$ cat config.mk
export PLATFORM = sky130hd
export DESIGN_NAME = adc_setup_and_cal_regs
export DESIGN_NICKNAME = d
export VERILOG_FILES = /design/src/hw/adc_setup_pkg.sv /design/src/hw/cal_reg_if.sv /design/src/hw/adc_setup_and_cal_regs.sv /design/src/hw/cal_reg_store.sv
export VERILOG_INCLUDE_DIRS = /design/src /design/src/hw
export SDC_FILE = /design/constraint.sdc
export NUM_CORES = 1
export LEC_CHECK = 0
export ABC_AREA = 1
export BUFFER_PORTS_ARGS = -buffer_cell sky130_fd_sc_hd__buf_2
export CAP_MARGIN = 20
export CELL_PAD_IN_SITES_DETAIL_PLACEMENT = 1
export CELL_PAD_IN_SITES_GLOBAL_PLACEMENT = 1
export CORE_UTILIZATION = 45
export CTS_CLUSTER_DIAMETER = 120
export CTS_CLUSTER_SIZE = 10
export DETAILED_ROUTE_END_ITERATION = 12
export PLACE_DENSITY = 0.86
export SYNTH_ARGS = -nofsm -noshare
export SYNTH_HDL_FRONTEND = slang
export SYNTH_SLANG_ARGS = --single-unit
$ cat constraint.sdc
create_clock -name sys_clk_in -period 4 [get_ports sys_clk_in]
set_input_delay 0.8 -clock sys_clk_in [delete_from_list [all_inputs] [get_ports sys_clk_in]]
set_output_delay 0.8 -clock sys_clk_in [all_outputs]
set_load 0.01 [all_outputs]
$ cat src/hw/adc_setup_defs.svh
// constants for the setup and calibration register block
`ifndef ADC_SETUP_DEFS_SVH
`define ADC_SETUP_DEFS_SVH

// ----------------------------------------
// setup field positions (lower setup, upper adds 16)
// ----------------------------------------
`define SETUP_HALF_W        16
`define SETUP_CHAN_LSB      14
`define SETUP_GAIN_LSB      11
`define SETUP_RATE_LSB      7
`define SETUP_POL_BIT       6
`define SETUP_LATCH_LSB     4
`define SETUP_DELAY_BIT     3
`define SETUP_OPEN_BIT      2
`define SETUP_PTR_LSB       0

// ----------------------------------------
// register selects on the command port
// ----------------------------------------
`define SEL_SETUP           2'h0
`define SEL_OFFSET          2'h1
`define SEL_GAIN            2'h2

// ----------------------------------------
// reset values and timing counts
// ----------------------------------------
`define SETUP_RESET         32'h00000000
`define OFFSET_RESET        32'h00000000
`define GAIN_RESET          32'h01000000
`define GAIN_USED_MASK      32'h3FFFFFFF
`define OFFSET_USED_MASK    32'hFFFFFF00
`define DELAY_CYCLES_NORMAL 1280
`define DELAY_CYCLES_SCALED 1536

`endif

$ cat src/hw/adc_setup_pkg.sv
// types shared by the setup and calibration register block
package adc_setup_pkg;

   // ----------------------------------------
   // decoded setup
   // ----------------------------------------
   typedef struct packed {
      logic [1:0] input_channel_sel;
      logic [2:0] amp_gain_code;
      logic [3:0] word_rate_code;
      logic       unipolar;
      logic [1:0] setup_latch_value;
      logic       settle_delay_en;
      logic       open_input_current_en;
      logic [1:0] cal_pair_pointer;
   } setup_type;

   typedef enum logic [1:0] {
      CONV_IDLE,
      CONV_SETTLE,
      CONV_RUN
   } conv_state_type;

endpackage

$ cat src/hw/cal_reg_if.sv
// interface between the block and its calibration register store
interface cal_reg_if;
   logic        wr_en;
   logic [2:0]  wr_addr;
   logic [31:0] wr_data;
   logic [2:0]  rd_addr;
   logic [31:0] rd_data;

   modport ctrl  (output wr_en, output wr_addr, output wr_data, output rd_addr, input rd_data);
   modport store (input wr_en, input wr_addr, input wr_data, input rd_addr, output rd_data);
endinterface

$ cat src/hw/adc_setup_and_cal_regs.sv
// setup pair registers, calibration selection and conversion start control
`include "adc_setup_defs.svh"

// Functional notes
// channel field 00..11 selects physical inputs one to four
// gain field selects amplifier gain 1 to 64; span is reference times A over gain
// span factor A is 2 with range bit 0, 1 with bit 1; bipolar doubles
// four-bit rate code picks output rate; scaling gives five-sixths
// controller programs only the ten listed rate codes
// rates scale linearly with master clock frequency
// first continuous and single conversions take longer than one period
// polarity field chooses bipolar or unipolar coding per setup
// with setup latch source, latch outputs follow setup field at command
// delay bit waits 1280 cycles, 1536 when scaled, else start immediately
// open-input bit enables current source on selected channel positive input
// with pointer source, pointer chooses calibration pair one to four
// with channel source, calibration pair follows the channel field
// one offset and one gain register per channel
// after reset conversions use gain 1.0 and offset 0.0
// offset top bit gives sign: 0 positive, 1 negative
// offset lsb weighs 1.835007966 times two to minus 24 of span
// offset magnitude is scaled through the gain value
// gain bits 29..0 weigh two to i minus 24; top two unused
// controller never writes gain above 40
// reset gain register has only bit 24 set
// four setup pair registers, odd setup high half, accessed as pair; code takes the odd setup from the low half
// rate scale bit scales rates and filter by five sixths
// with configuration latch source, latches follow configuration bits
// polarity 0 is bipolar, 1 is unipolar
// gain codes 000..110 map to 1..64; 111 unused
module adc_setup_and_cal_regs #(
   parameter int DELAY_NORMAL = `DELAY_CYCLES_NORMAL,
   parameter int DELAY_SCALED = `DELAY_CYCLES_SCALED
) (
   input  wire logic        sys_clk_in,
   input  wire logic        reset_n_in,
   input  wire logic        reg_wr_in,
   input  wire logic        reg_rd_in,
   input  wire logic [1:0]  reg_sel_in,
   input  wire logic [1:0]  reg_index_in,
   input  wire logic [31:0] reg_wdata_in,
   output logic      [31:0] reg_rdata_out,
   output logic             reg_rvalid_out,
   input  wire logic        conv_cmd_in,
   input  wire logic [2:0]  conv_setup_in,
   input  wire logic        rate_scale_sel_in,
   input  wire logic        ref_range_sel_in,
   input  wire logic        latch_source_sel_in,
   input  wire logic        cal_source_sel_in,
   input  wire logic [1:0]  cfg_latch_value_in,
   output logic             latch_out_0_out,
   output logic             latch_out_1_out,
   output logic [3:0]       open_current_en_out,
   output logic [1:0]       active_channel_out,
   output logic [6:0]       active_gain_out,
   output logic [3:0]       active_rate_code_out,
   output logic             active_unipolar_out,
   output logic             span_factor_two_out,
   output logic [1:0]       cal_pair_out,
   output logic [31:0]      active_offset_out,
   output logic [31:0]      active_gain_cal_out,
   output logic             conv_start_out,
   output logic             conv_busy_out
);

   // ----------------------------------------
   // helpers
   // ----------------------------------------
   // pick one of two setups from a pair register
   function automatic adc_setup_pkg::setup_type pick_setup(input logic [31:0] pair, input logic low);
      logic [15:0] half;
      half = low ? pair[15:0] : pair[31:16];
      return adc_setup_pkg::setup_type'(half);
   endfunction

   // gain code to amplifier gain; unused code reads as zero
   function automatic logic [6:0] gain_of(input logic [2:0] code);
      logic [6:0] g;
      g = 7'h00;
      if (code != 3'h7) begin
         g = 7'(7'h01 << code);
      end
      return g;
   endfunction

   // ----------------------------------------
   // setup pair registers
   // ----------------------------------------
   logic [31:0] setup_pair_register_r [4];
   cal_reg_if   cal_bus ();

   // pair written whole
   always_ff @(posedge sys_clk_in or negedge reset_n_in) begin
      if (!reset_n_in) begin
         for (int i = 0; i < 4; i++) begin
            setup_pair_register_r[i] <= `SETUP_RESET;
         end
      end else if (reg_wr_in && reg_sel_in == `SEL_SETUP) begin
         setup_pair_register_r[reg_index_in] <= reg_wdata_in;
      end
   end

   // ----------------------------------------
   // calibration store
   // ----------------------------------------
   cal_reg_store u_store (
      .sys_clk_in (sys_clk_in),
      .reset_n_in (reset_n_in),
      .bus        (cal_bus)
   );

   // ----------------------------------------
   // conversion control
   // ----------------------------------------
   adc_setup_pkg::conv_state_type state_r;
   adc_setup_pkg::setup_type      cmd_setup;
   logic [10:0]                   settle_cnt_r;
   logic [1:0]                    cal_pick;
   logic                          fetch_r;
   logic                          rd_pend_r;
   logic                          rd_sel_gain_r;
   logic                          fetch_gain_r;

   assign cmd_setup = pick_setup(setup_pair_register_r[conv_setup_in[2:1]], conv_setup_in[0]);

   // pointer source
   // channel source
   assign cal_pick = cal_source_sel_in ? cmd_setup.cal_pair_pointer : cmd_setup.input_channel_sel;

   // scaled count, counts in master clock cycles
   // settle wait then start
   always_ff @(posedge sys_clk_in or negedge reset_n_in) begin
      if (!reset_n_in) begin
         state_r        <= adc_setup_pkg::CONV_IDLE;
         settle_cnt_r   <= 11'h000;
         conv_start_out <= 1'b0;
         conv_busy_out  <= 1'b0;
      end else begin
         conv_start_out <= 1'b0;
         unique case (state_r)
            adc_setup_pkg::CONV_IDLE: begin
               if (conv_cmd_in) begin
                  conv_busy_out <= 1'b1;
                  if (cmd_setup.settle_delay_en) begin
                     state_r      <= adc_setup_pkg::CONV_SETTLE;
                     settle_cnt_r <= 11'(rate_scale_sel_in ? DELAY_SCALED - 1 : DELAY_NORMAL - 1);
                  end else begin
                     state_r        <= adc_setup_pkg::CONV_RUN;
                     conv_start_out <= 1'b1;
                  end
               end
            end
            adc_setup_pkg::CONV_SETTLE: begin
               if (settle_cnt_r == 11'h000) begin
                  state_r        <= adc_setup_pkg::CONV_RUN;
                  conv_start_out <= 1'b1;
               end else begin
                  settle_cnt_r <= settle_cnt_r - 11'h001;
               end
            end
            adc_setup_pkg::CONV_RUN: begin
               // conversion timing lives downstream; release here
               state_r       <= adc_setup_pkg::CONV_IDLE;
               conv_busy_out <= 1'b0;
            end
         endcase
      end
   end

   // channel decode, gain decode, gain map, polarity
   // rate code latched, open current per channel, span factor
   always_ff @(posedge sys_clk_in or negedge reset_n_in) begin
      if (!reset_n_in) begin
         active_channel_out   <= 2'h0;
         active_gain_out      <= 7'h01;
         active_rate_code_out <= 4'h0;
         active_unipolar_out  <= 1'b0;
         span_factor_two_out  <= 1'b1;
         open_current_en_out  <= 4'h0;
         cal_pair_out         <= 2'h0;
      end else if (conv_cmd_in && state_r == adc_setup_pkg::CONV_IDLE) begin
         active_channel_out   <= cmd_setup.input_channel_sel;
         active_gain_out      <= gain_of(cmd_setup.amp_gain_code);
         active_rate_code_out <= cmd_setup.word_rate_code;
         // 0 bipolar, 1 unipolar
         active_unipolar_out  <= cmd_setup.unipolar;
         span_factor_two_out  <= ~ref_range_sel_in;
         open_current_en_out  <= cmd_setup.open_input_current_en ? 4'(4'h1 << cmd_setup.input_channel_sel) : 4'h0;
         cal_pair_out         <= cal_pick;
      end
   end

   // setup latch source, configuration latch source
   always_ff @(posedge sys_clk_in or negedge reset_n_in) begin
      if (!reset_n_in) begin
         latch_out_0_out <= 1'b0;
         latch_out_1_out <= 1'b0;
      end else if (conv_cmd_in && state_r == adc_setup_pkg::CONV_IDLE) begin
         latch_out_0_out <= latch_source_sel_in ? cfg_latch_value_in[1] : cmd_setup.setup_latch_value[1];
         latch_out_1_out <= latch_source_sel_in ? cfg_latch_value_in[0] : cmd_setup.setup_latch_value[0];
      end
   end

   // ----------------------------------------
   // calibration port and fetch
   // ----------------------------------------
   // per-channel store, used bits only
   always_comb begin
      cal_bus.wr_en   = reg_wr_in && (reg_sel_in == `SEL_OFFSET || reg_sel_in == `SEL_GAIN);
      cal_bus.wr_addr = {reg_sel_in == `SEL_GAIN, reg_index_in};
      cal_bus.wr_data = reg_wdata_in & ((reg_sel_in == `SEL_GAIN) ? `GAIN_USED_MASK : `OFFSET_USED_MASK);
      if (fetch_r) begin
         cal_bus.rd_addr = {fetch_gain_r, cal_pair_out};
      end else begin
         cal_bus.rd_addr = {reg_sel_in == `SEL_GAIN, reg_index_in};
      end
   end

   // fetch offset then gain after each command taken in idle; register reads during the fetch are dropped
   always_ff @(posedge sys_clk_in or negedge reset_n_in) begin
      if (!reset_n_in) begin
         fetch_r      <= 1'b0;
         fetch_gain_r <= 1'b0;
      end else if (conv_cmd_in && state_r == adc_setup_pkg::CONV_IDLE) begin
         fetch_r      <= 1'b1;
         fetch_gain_r <= 1'b0;
      end else if (fetch_r) begin
         fetch_r      <= ~fetch_gain_r;
         fetch_gain_r <= ~fetch_gain_r;
      end
   end

   // active pair forwarded to the scaling datapath
   always_ff @(posedge sys_clk_in or negedge reset_n_in) begin
      if (!reset_n_in) begin
         active_offset_out   <= `OFFSET_RESET;
         active_gain_cal_out <= `GAIN_RESET;
         rd_pend_r           <= 1'b0;
         rd_sel_gain_r       <= 1'b0;
      end else begin
         rd_pend_r     <= fetch_r;
         rd_sel_gain_r <= fetch_gain_r;
         if (rd_pend_r && !rd_sel_gain_r) begin
            active_offset_out <= cal_bus.rd_data;
         end
         if (rd_pend_r && rd_sel_gain_r) begin
            active_gain_cal_out <= cal_bus.rd_data;
         end
      end
   end

   // ----------------------------------------
   // register read path
   // ----------------------------------------
   logic        rd_cal_r;
   logic        rd_req_r;
   logic [31:0] rd_setup_r;

   // read outside a fetch answered two cycles after request, data held until next read
   always_ff @(posedge sys_clk_in or negedge reset_n_in) begin
      if (!reset_n_in) begin
         rd_cal_r       <= 1'b0;
         rd_req_r       <= 1'b0;
         rd_setup_r     <= 32'h00000000;
         reg_rvalid_out <= 1'b0;
         reg_rdata_out  <= 32'h00000000;
      end else begin
         rd_cal_r       <= reg_sel_in == `SEL_OFFSET || reg_sel_in == `SEL_GAIN;
         rd_setup_r     <= (reg_sel_in == `SEL_SETUP) ? setup_pair_register_r[reg_index_in] : 32'h00000000;
         rd_req_r       <= reg_rd_in && !fetch_r;
         reg_rvalid_out <= rd_req_r;
         if (rd_req_r && rd_cal_r) begin
            reg_rdata_out <= cal_bus.rd_data;
         end else if (rd_req_r) begin
            reg_rdata_out <= rd_setup_r;
         end
      end
   end
endmodule

$ cat src/hw/cal_reg_store.sv
// offset and gain registers, one pair per channel, registered read
`include "adc_setup_defs.svh"

module cal_reg_store (
   input  wire logic sys_clk_in,
   input  wire logic reset_n_in,
   cal_reg_if.store  bus
);

   // ----------------------------------------
   // storage: index 0..3 offsets, 4..7 gains
   // ----------------------------------------
   logic [31:0] mem_r [8];

   // reset loads unity gain, zero offset
   always_ff @(posedge sys_clk_in or negedge reset_n_in) begin
      if (!reset_n_in) begin
         for (int i = 0; i < 8; i++) begin
            mem_r[i] <= (i >= 4) ? `GAIN_RESET : `OFFSET_RESET;
         end
      end else if (bus.wr_en) begin
         mem_r[bus.wr_addr] <= bus.wr_data;
      end
   end

   // read data leaves through a register
   always_ff @(posedge sys_clk_in or negedge reset_n_in) begin
      if (!reset_n_in) begin
         bus.rd_data <= `OFFSET_RESET;
      end else begin
         bus.rd_data <= mem_r[bus.rd_addr];
      end
   end

endmodule

==> summary.md, run 1 <==
| Metric | Value |
|---|---|
| Status | `completed` |
| Postcts setup bufs | `0` |
| HP Class | `in2async` |
| CTS tree | `done` |
| Seq/Total Area, Yosys | `0.5708` |
| Critical path's slowest cell | `dfrtp_1` |
| Initial DRC Count | `2179` |
| Avg WL per Cell | `22.08 um` |
| Routed vias/inst | `5.725` |
| Fmax | `365.5 MHz` |
| RSZ-0062 raised after global routing | `false` |
| Startpoint Class | `flip-flop` |
| Multi-input logic area | `about 9100 um2` |
| Initial core utilization | `0.4565` |
| VDD IR-drop max | `396.3 uV` |
| Most used cell, CP | `nand2_1` |
| # setup viols final | `0` |
| Port bufs | `~170` |
| Via count | `22647` |
| Fillers | `6690` |
| Clock insertion delay at the later pin of the skew report | `0.61 ns` |
| Largest net degree at the start of global routing | `176` |
| Final WL | `87.36 mm` |
| Cell Count, Final, Fillers Out | `3956` |
| Fin Clk Skew | `0.03001 ns` |
| Clk sinks | `between 500 and 600` |
| CP Max Fanout | `23` |
| H-tree depth | `3` |
| Pre-antenna DRT Iters | `6` |
| First-pass GRT wire length | `138.0 mm` |
| Rel. slew slack | `0.2786` |
| Final ANT Viol Nets | `0` |
| Hold Buf Count CTS | `0` |
| Register Area | `14750 um2` |
| Post_cts resized | `0` |
| FP Rows | `87` |
| Clk pin slew, worst setup/hold paths | `0.05 ns` |
| WP data arrival | `3.18 ns` |
| CTS buffer count | `roughly 70` |
| CTS Root Cell | `clkbuf_16` |
| Core area | `56600 um2` |
| Final #Nets | `3237` |
| Mapped cell area | `25840 um2` |
| Overall power | `21.30 mW` |
| Mapped Avg Cell Area | `between 8 and 9 um2` |
| Synth cell types | `32` |
| #FFs+latches synth | `589` |
| Required time of the critical path | `~4.4 ns` |
| Slew Viols, Final | `0` |
| Layout cells sized above 1 | `0.1125` |
| Detailed-route DRC error count | `0` |
| Ys Warns | `0` |
| Fin. Hold Viols | `0` |
| Final worst-path cycle share | `0.6840` |
| GP Congestion | `0.8597` |
| Synth Net Count | `3128` |
| Die area | `approximately 60000 um2` |
| Total congestion overflow | `0` |
| Leak | `about 14 nW` |
| Worst-margin pin slew | `1.082 ns` |
| Critical path, cell by cell | `nand2_1 -> o21ai_4 -> clkinv_1 -> buf_4 -> a21oi_1 -> o21ai_0 -> nand2_1 -> nand2_1 -> o21ai_1` |
| Area grow syn2layout | `13.76%` |
| Setup_tns | `0 ns` |
| Dpl cells | `approximately 3900` |
| Initial antenna violation count | `2` |
| CP peak stage delay | `0.66 ns` |
| Ys flop type | `dfrtp_1` |
| PD cells | `724.7 nW/um2` |
| Width of the die | `241.6 um` |
| Fin crit period | `around 2.7 ns` |
| Top-Level Pins | `172` |
| GRT Resource Usage Total | `0.3014` |
| DP HPWL | `56.74 mm` |
| Die extent in y | `241.6 um` |
| Max Cap Viol | `0` |
| Vias in the first global route | `24069` |
| Clock Tree Buf Depth | `3` |
| Gate Count Post-Synth | `3070` |
| EDFF count, synth | `0` |
| CP endpoint kind | `flip-flop` |
| Asr flop ratio synth | `1.000` |
| Crit Path Category | `reg2reg` |
==> state kept, by name, summed over array words and instances (netlist names), 2 cells and up <==
name,count
setup_pair_register_r,128
state_r,2
active_offset_out,32
u_store.bus.rd_data,32
settle_cnt_r,11
reg_rdata_out,32
active_gain_cal_out,32
u_store.mem_r,256
active_gain_out,7
open_current_en_out,4
active_channel_out,2
active_rate_code_out,4
cal_pair_out,2
rd_setup_r,32
==> layer usage <==
metal	wire length (um)	share of wire	global-route usage	vias up
met5	31	0.00035	0	-
met4	2822	0.032	0.1161	4
met3	5775	0.066	0.04939	178
met2	41250	0.47	0.4834	834
met1	37480	0.43	0.4108	11610
li1	-	-	-	10021
==> placed cells by master, fill, tap and decap left out, types with 2 or more instances in the layout <==
cell type and count:
ha_1 8, nand2_2 5, mux2i_1 32, a31oi_1 26, clkinv_1 3, or2_2 31, inv_2 3, buf_12 11
nor2_2 3, nand2_1 820, dfrtp_2 2, buf_4 42, buf_2 170, clkinv_8 2, clkbuf_16 71, inv_1 327
o21ai_0 510, o21ai_4 3, dfstp_2 7, o221ai_1 3, nand3b_1 2, dfrtp_1 580, o21ai_1 36, o22ai_1 6
o211ai_1 56, inv_6 2, nand3_1 68, a221oi_1 6, nor2_1 180, nor2_4 6, clkbuf_1 15, a21oi_1 158
==> synthesized netlist by cell type (all sizes together) (31+ instances only) <==
master | n | share of area
a21oi | 158 | 0.031
buf | 62 | 0.012
clkbuf | 124 | 0.018
dfrtp | 582 | 0.56
inv | 330 | 0.048
mux2i | 32 | 0.012
nand2 | 825 | 0.12
nand3 | 68 | 0.013
nor2 | 189 | 0.028
o211ai | 56 | 0.016
o21ai | 549 | 0.11
or2 | 31 | 0.0075
==> power by group <==
part / internal (mW) / leakage (nW) / switching (mW)
Clock: 3.19 / 0.916 / 2.40
Sequential: 7.71 / 7.35 / 1.19
Combinational: 2.19 / 6.16 / 4.62
Total: 13.1 / 14.4 / 8.22
==> kinds of logic after synthesis <==
family	count (synthesis)	synth area share
xor gates and xnor gates	1	0.0003390
and+or+nand+nor	1117	0.1694
buffers and inverters	519	0.07850
AOI/OAI and AO/OA	804	0.1647
muxes	32	0.01240
DFF	589	0.5708
adders and majority gates	8	0.003874
==> worst paths after layout <==
check                                               from                             endpoint  slack [ns]  depth (start not counted)
worst max register to register         fetch_r$_DFF_PN0_    u_store.bus.rd_data[10]$_DFF_PN0_        1.26                          9
max in group asynchronous                     reset_n_in  active_gain_cal_out[24]$_DFFE_PN1P_        2.62                          2
min in group sys_clk_in                 ref_range_sel_in      span_factor_two_out$_DFFE_PN1P_        0.36                          2
worst max-delay path                   fetch_r$_DFF_PN0_    u_store.bus.rd_data[10]$_DFF_PN0_        1.26                          9
worst min-delay path                          reset_n_in   active_gain_cal_out[8]$_DFFE_PN0P_        0.33                          1
worst min register to register  fetch_gain_r$_DFFE_PN0P_              rd_sel_gain_r$_DFF_PN0_        0.42                          0
==> area by class of cell <==
class	count	share of cell area
Clock buffer	86	0.06236
Multi-Input combinational cell	1962	0.3107
Inverter	333	0.04253
Clock inverter	4	0.001703
Antenna cell	1	0.00008514
Timing Repair Buffer	225	0.04861
Tap cell	756	0.03218
Sequential cell	589	0.5018
==> stage by stage <==
| stage | worst slack, ns | utilization | hold WS, ns | cell area [um2] |
|---|---|---|---|---|
| 4_1_cts | 1.350 | 0.5180 | 0.3453 | 29320 |
| 3_3_place_gp | 1.148 | 0.4848 | 0.3777 | 27440 |
| 3_5_place_dp | 1.005 | 0.4848 | 0.3943 | 27440 |
| 2_1_floorplan | 1.761 | - | 0.3519 | 25840 |
| 5_1_grt | 1.179 | 0.5192 | 0.3616 | 29390 |
| 6_report | 1.264 | 0.5193 | 0.3293 | 29390 |
==> worst max-delay path: cells and delay by family, from the launching register on <==
kind                   cells  cell delay (ns)
and+or+nand+nor            3             0.36
AOI/OAI and AO/OA          4             0.68
DFF                        1             0.66
buffers and inverters      2             0.85
No activity file was read; power rests on OpenSTA's default activity.
==> inputs of run 2 (changes only) <==
--- a/config.mk
+++ b/config.mk
@@ -11,11 +11,11 @@
 export CAP_MARGIN = 20
 export CELL_PAD_IN_SITES_DETAIL_PLACEMENT = 1
 export CELL_PAD_IN_SITES_GLOBAL_PLACEMENT = 1
-export CORE_UTILIZATION = 45
+export CORE_UTILIZATION = 42
 export CTS_CLUSTER_DIAMETER = 120
 export CTS_CLUSTER_SIZE = 10
 export DETAILED_ROUTE_END_ITERATION = 12
-export PLACE_DENSITY = 0.86
+export PLACE_DENSITY = 0.85
 export SYNTH_ARGS = -nofsm -noshare
 export SYNTH_HDL_FRONTEND = slang
 export SYNTH_SLANG_ARGS = --single-unit
==> constraint.sdc (replaced) <==
create_clock -name sys_clk_in -period 2.4 [get_ports sys_clk_in]
set_input_delay 0.48 -clock sys_clk_in [delete_from_list [all_inputs] [get_ports sys_clk_in]]
set_output_delay 0.48 -clock sys_clk_in [all_outputs]
set_load 0.01 [all_outputs]
==> summary.md, run 2 (synthesis gave the netlist of run 1 again) <==
| Metric | Value |
|---|---|
| CTS Root Cell | `clkbuf_16` |
| Crit Path Category | `reg2reg` |
| FP Rows | `90 (+3.4%)` |
| Fmax | `449.0 MHz (+23%)` |
| Clk pin slew, worst setup/hold paths | `0.06 ns (about the same)` |
| Setup_tns | `0 ns (unchanged)` |
| Post-DP Area | `28260 um2 (+3.0%)` |
| Clk sinks | `589 (unchanged)` |
| WP data arrival | `2.65 ns (-0.53 ns)` |
| Fin. Hold Viols | `0 (unchanged)` |
| Routed vias/inst | `5.635 (-1.6%)` |
| Fin area | `30100 um2 (+2.4%)` |
| Slew Viols, Final | `0 (unchanged)` |
| Max reg flops | `256 (unchanged)` |
| CTS tree | `done` |
| CP Max Fanout | `36 (+57%)` |
| Width of the die | `250.0 um (+3.5%)` |
| Layout cells sized above 1 | `0.1273 (+0.01481)` |
| Startpoint Class | `flip-flop` |
| Leak | `14.79 nW (+2.5%)` |
| Top-Level Pins | `172 (unchanged)` |
| Clock Tree Buf Depth | `3 (unchanged)` |
| RSZ-0062 raised after global routing | `false` |
| Initial antenna violation count | `12 (+10)` |
| Total congestion overflow | `0 (unchanged)` |
| PD cells | `1203 nW/um2 (+66%)` |
| Commonest non-fill, non-tap cell in the layout | `nand2_1` |
| Critical path's slowest cell | `dfrtp_1` |
| Rel. slew slack | `0.5637 (+0.2851)` |
| Worst Path Buf+Inv | `3 (+1)` |
| Met2 WL post-DR | `41.50 mm (+0.60%)` |
| Reg-to-Reg Start | `fetch_r$_DFF_PN0_` |
| First-pass GRT wire length | `138.9 mm (+0.67%)` |
| Port bufs | `171 (unchanged)` |
| CP endpoint kind | `flip-flop` |
| Delay-heaviest family, CP | `flip-flops` |
| Die extent in y | `250.0 um (+3.5%)` |
| # setup viols final | `0 (unchanged)` |
| Final #Nets | `3295 (+1.8%)` |
| Register-to-Register Path Depth | `7 (-2)` |
| Top reg by flops | `u_store.mem_r` |
| Final worst-path cycle share | `0.9280 (+0.2440)` |
| Area grow syn2layout | `16.51%` |
| CTS buffer count | `68 (unchanged)` |
| Largest net degree at the start of global routing | `85 (-52%)` |
| Top Registers | `u_store.mem_r: 256 flops, setup_pair_register_r: 128 flops` |
| Via count | `22732 (+0.38%)` |
| Initial DRC Count | `1868 (-14%)` |
| Postcts setup bufs | `0 (unchanged)` |
| Post_cts resized | `0 (unchanged)` |
| H-tree depth | `3 (unchanged)` |
| Clock insertion delay at the later pin of the skew report | `0.61 ns (about the same)` |
| Top routing layer in use | `met5` |
| Hold Path Stages | `2` |
| Fin Clk Skew | `0.02320 ns (-0.006812 ns)` |
| Die area | `62520 um2 (+7.1%)` |
| Met1 wire length | `37.49 mm (about the same)` |
| Fin crit period | `2.227 ns (-0.5087 ns)` |
| Detailed-route DRC error count | `0 (unchanged)` |
| Critical path, cell by cell | `buf_4 -> inv_1 -> or2_2 -> o21ai_4 -> buf_12 -> nand2_1 -> o21ai_1` |
| DP HPWL | `58.72 mm (+3.5%)` |
| Avg WL per Cell | `21.75 um (-1.5%)` |
| Core area | `60580 um2 (+7.0%)` |
| WP depth | `7 (-2)` |
| Pre-antenna DRT Iters | `7 (+1)` |
| VDD IR-drop max | `605.3 uV (+53%)` |
| Final WL | `87.74 mm (+0.44%)` |
| Most frequent cells in the layout | `nand2_1, dfrtp_1, o21ai_0` |
| Initial core utilization | `0.4265 (-0.02998)` |
| Final ANT Viol Nets | `0 (unchanged)` |
| Required time of the critical path | `2.82 ns (-1.62 ns)` |
| Hold Startpoint | `ref_range_sel_in` |
| Vias in the first global route | `23959 (-0.46%)` |
| CP peak stage delay | `0.58 ns (-0.08 ns)` |
| Setup crit start | `fetch_r$_DFF_PN0_` |
| Met3 WL | `5.475 mm (-5.2%)` |
| Status | `completed` |
| HP Class | `in2reg` |
| GRT Resource Usage Total | `0.2854 (-0.01601)` |
| Fillers | `7126 (+6.5%)` |
| Worst-margin pin slew | `0.6501 ns (-0.4320 ns)` |
| Max Cap Viol | `0 (unchanged)` |
| GP Congestion | `0.8856 (+3.0%)` |
## run 2: cell types whose count changed in the layout (fill, tap and decap cells not counted), sizes merged
cell | before | now
buf | 225 | 282
clkbuf | 86 | 83
clkinv | 5 | 3
dlygate4sd3 | 0 | 1
inv | 332 | 331
## run 2: worst paths after layout
check	to	slack (ns)
hold reg to reg	rd_sel_gain_r$_DFF_PN0_	0.45
setup reg to reg	u_store.bus.rd_data[13]$_DFF_PN0_	0.17
hold / removal	span_factor_two_out$_DFFE_PN1P_	0.04
min in group asynchronous	setup_pair_register_r[6]$_DFFE_PN0P_	0.48
setup / recovery	u_store.bus.rd_data[13]$_DFF_PN0_	0.17
max in group asynchronous	u_store.mem_r[88]$_DFFE_PN1P_	1.10
## run 2: per-layer routing
| metal | track usage | vias up |
|---|---|---|
| met3 | 0.05569 | 182 |
| li1 | - | 10134 |
| met1 | 0.3732 | 11636 |
| met5 | 0 | - |
| met4 | 0.1173 | 12 |
| met2 | 0.4650 | 768 |
## run 2: what timing repair did
action | CTS | global route
hold buffers | 1 | 0
endpoints found under the hold margin | 37 | 0
setup endpoints to repair | 0 | 0
## run 2: where the power goes
part / total, mW / switching (mW) / internal [mW]
clock: 9.20 / 3.94 / 5.26
sequential: 14.7 / 1.86 / 12.8
combinational: 12.3 / 7.99 / 4.33
## run 2: area by class of cell
class	count	area [um2]	area share
flip-flops and latches	589	14750	0.4900
multi-input cells	1962	9133	0.3034
repair buffers	283	2160	0.07174
clock buffers	83	1822	0.06052
inverters	333	1250	0.04152
well taps	782	978.4	0.03250
clock inverters	1	8.758	0.0002909
diodes	1	2.502	0.00008313
## run 2: per-stage QoR
step,setup slack (ns),util,std cells,hold slack [ns],power (mW)
6_report,0.1728,0.4969,4034,0.04412,36.22
5_1_grt,0.07909,0.4969,4034,0.08008,38.24
4_1_cts,0.2071,0.4969,4033,0.02566,36.27
3_5_place_dp,0.1874,0.4665,3948,0.4273,26.78
3_3_place_gp,0.2963,0.4665,3948,0.3800,25.95
2_1_floorplan,0.4807,-,3070,0.1844,21.17
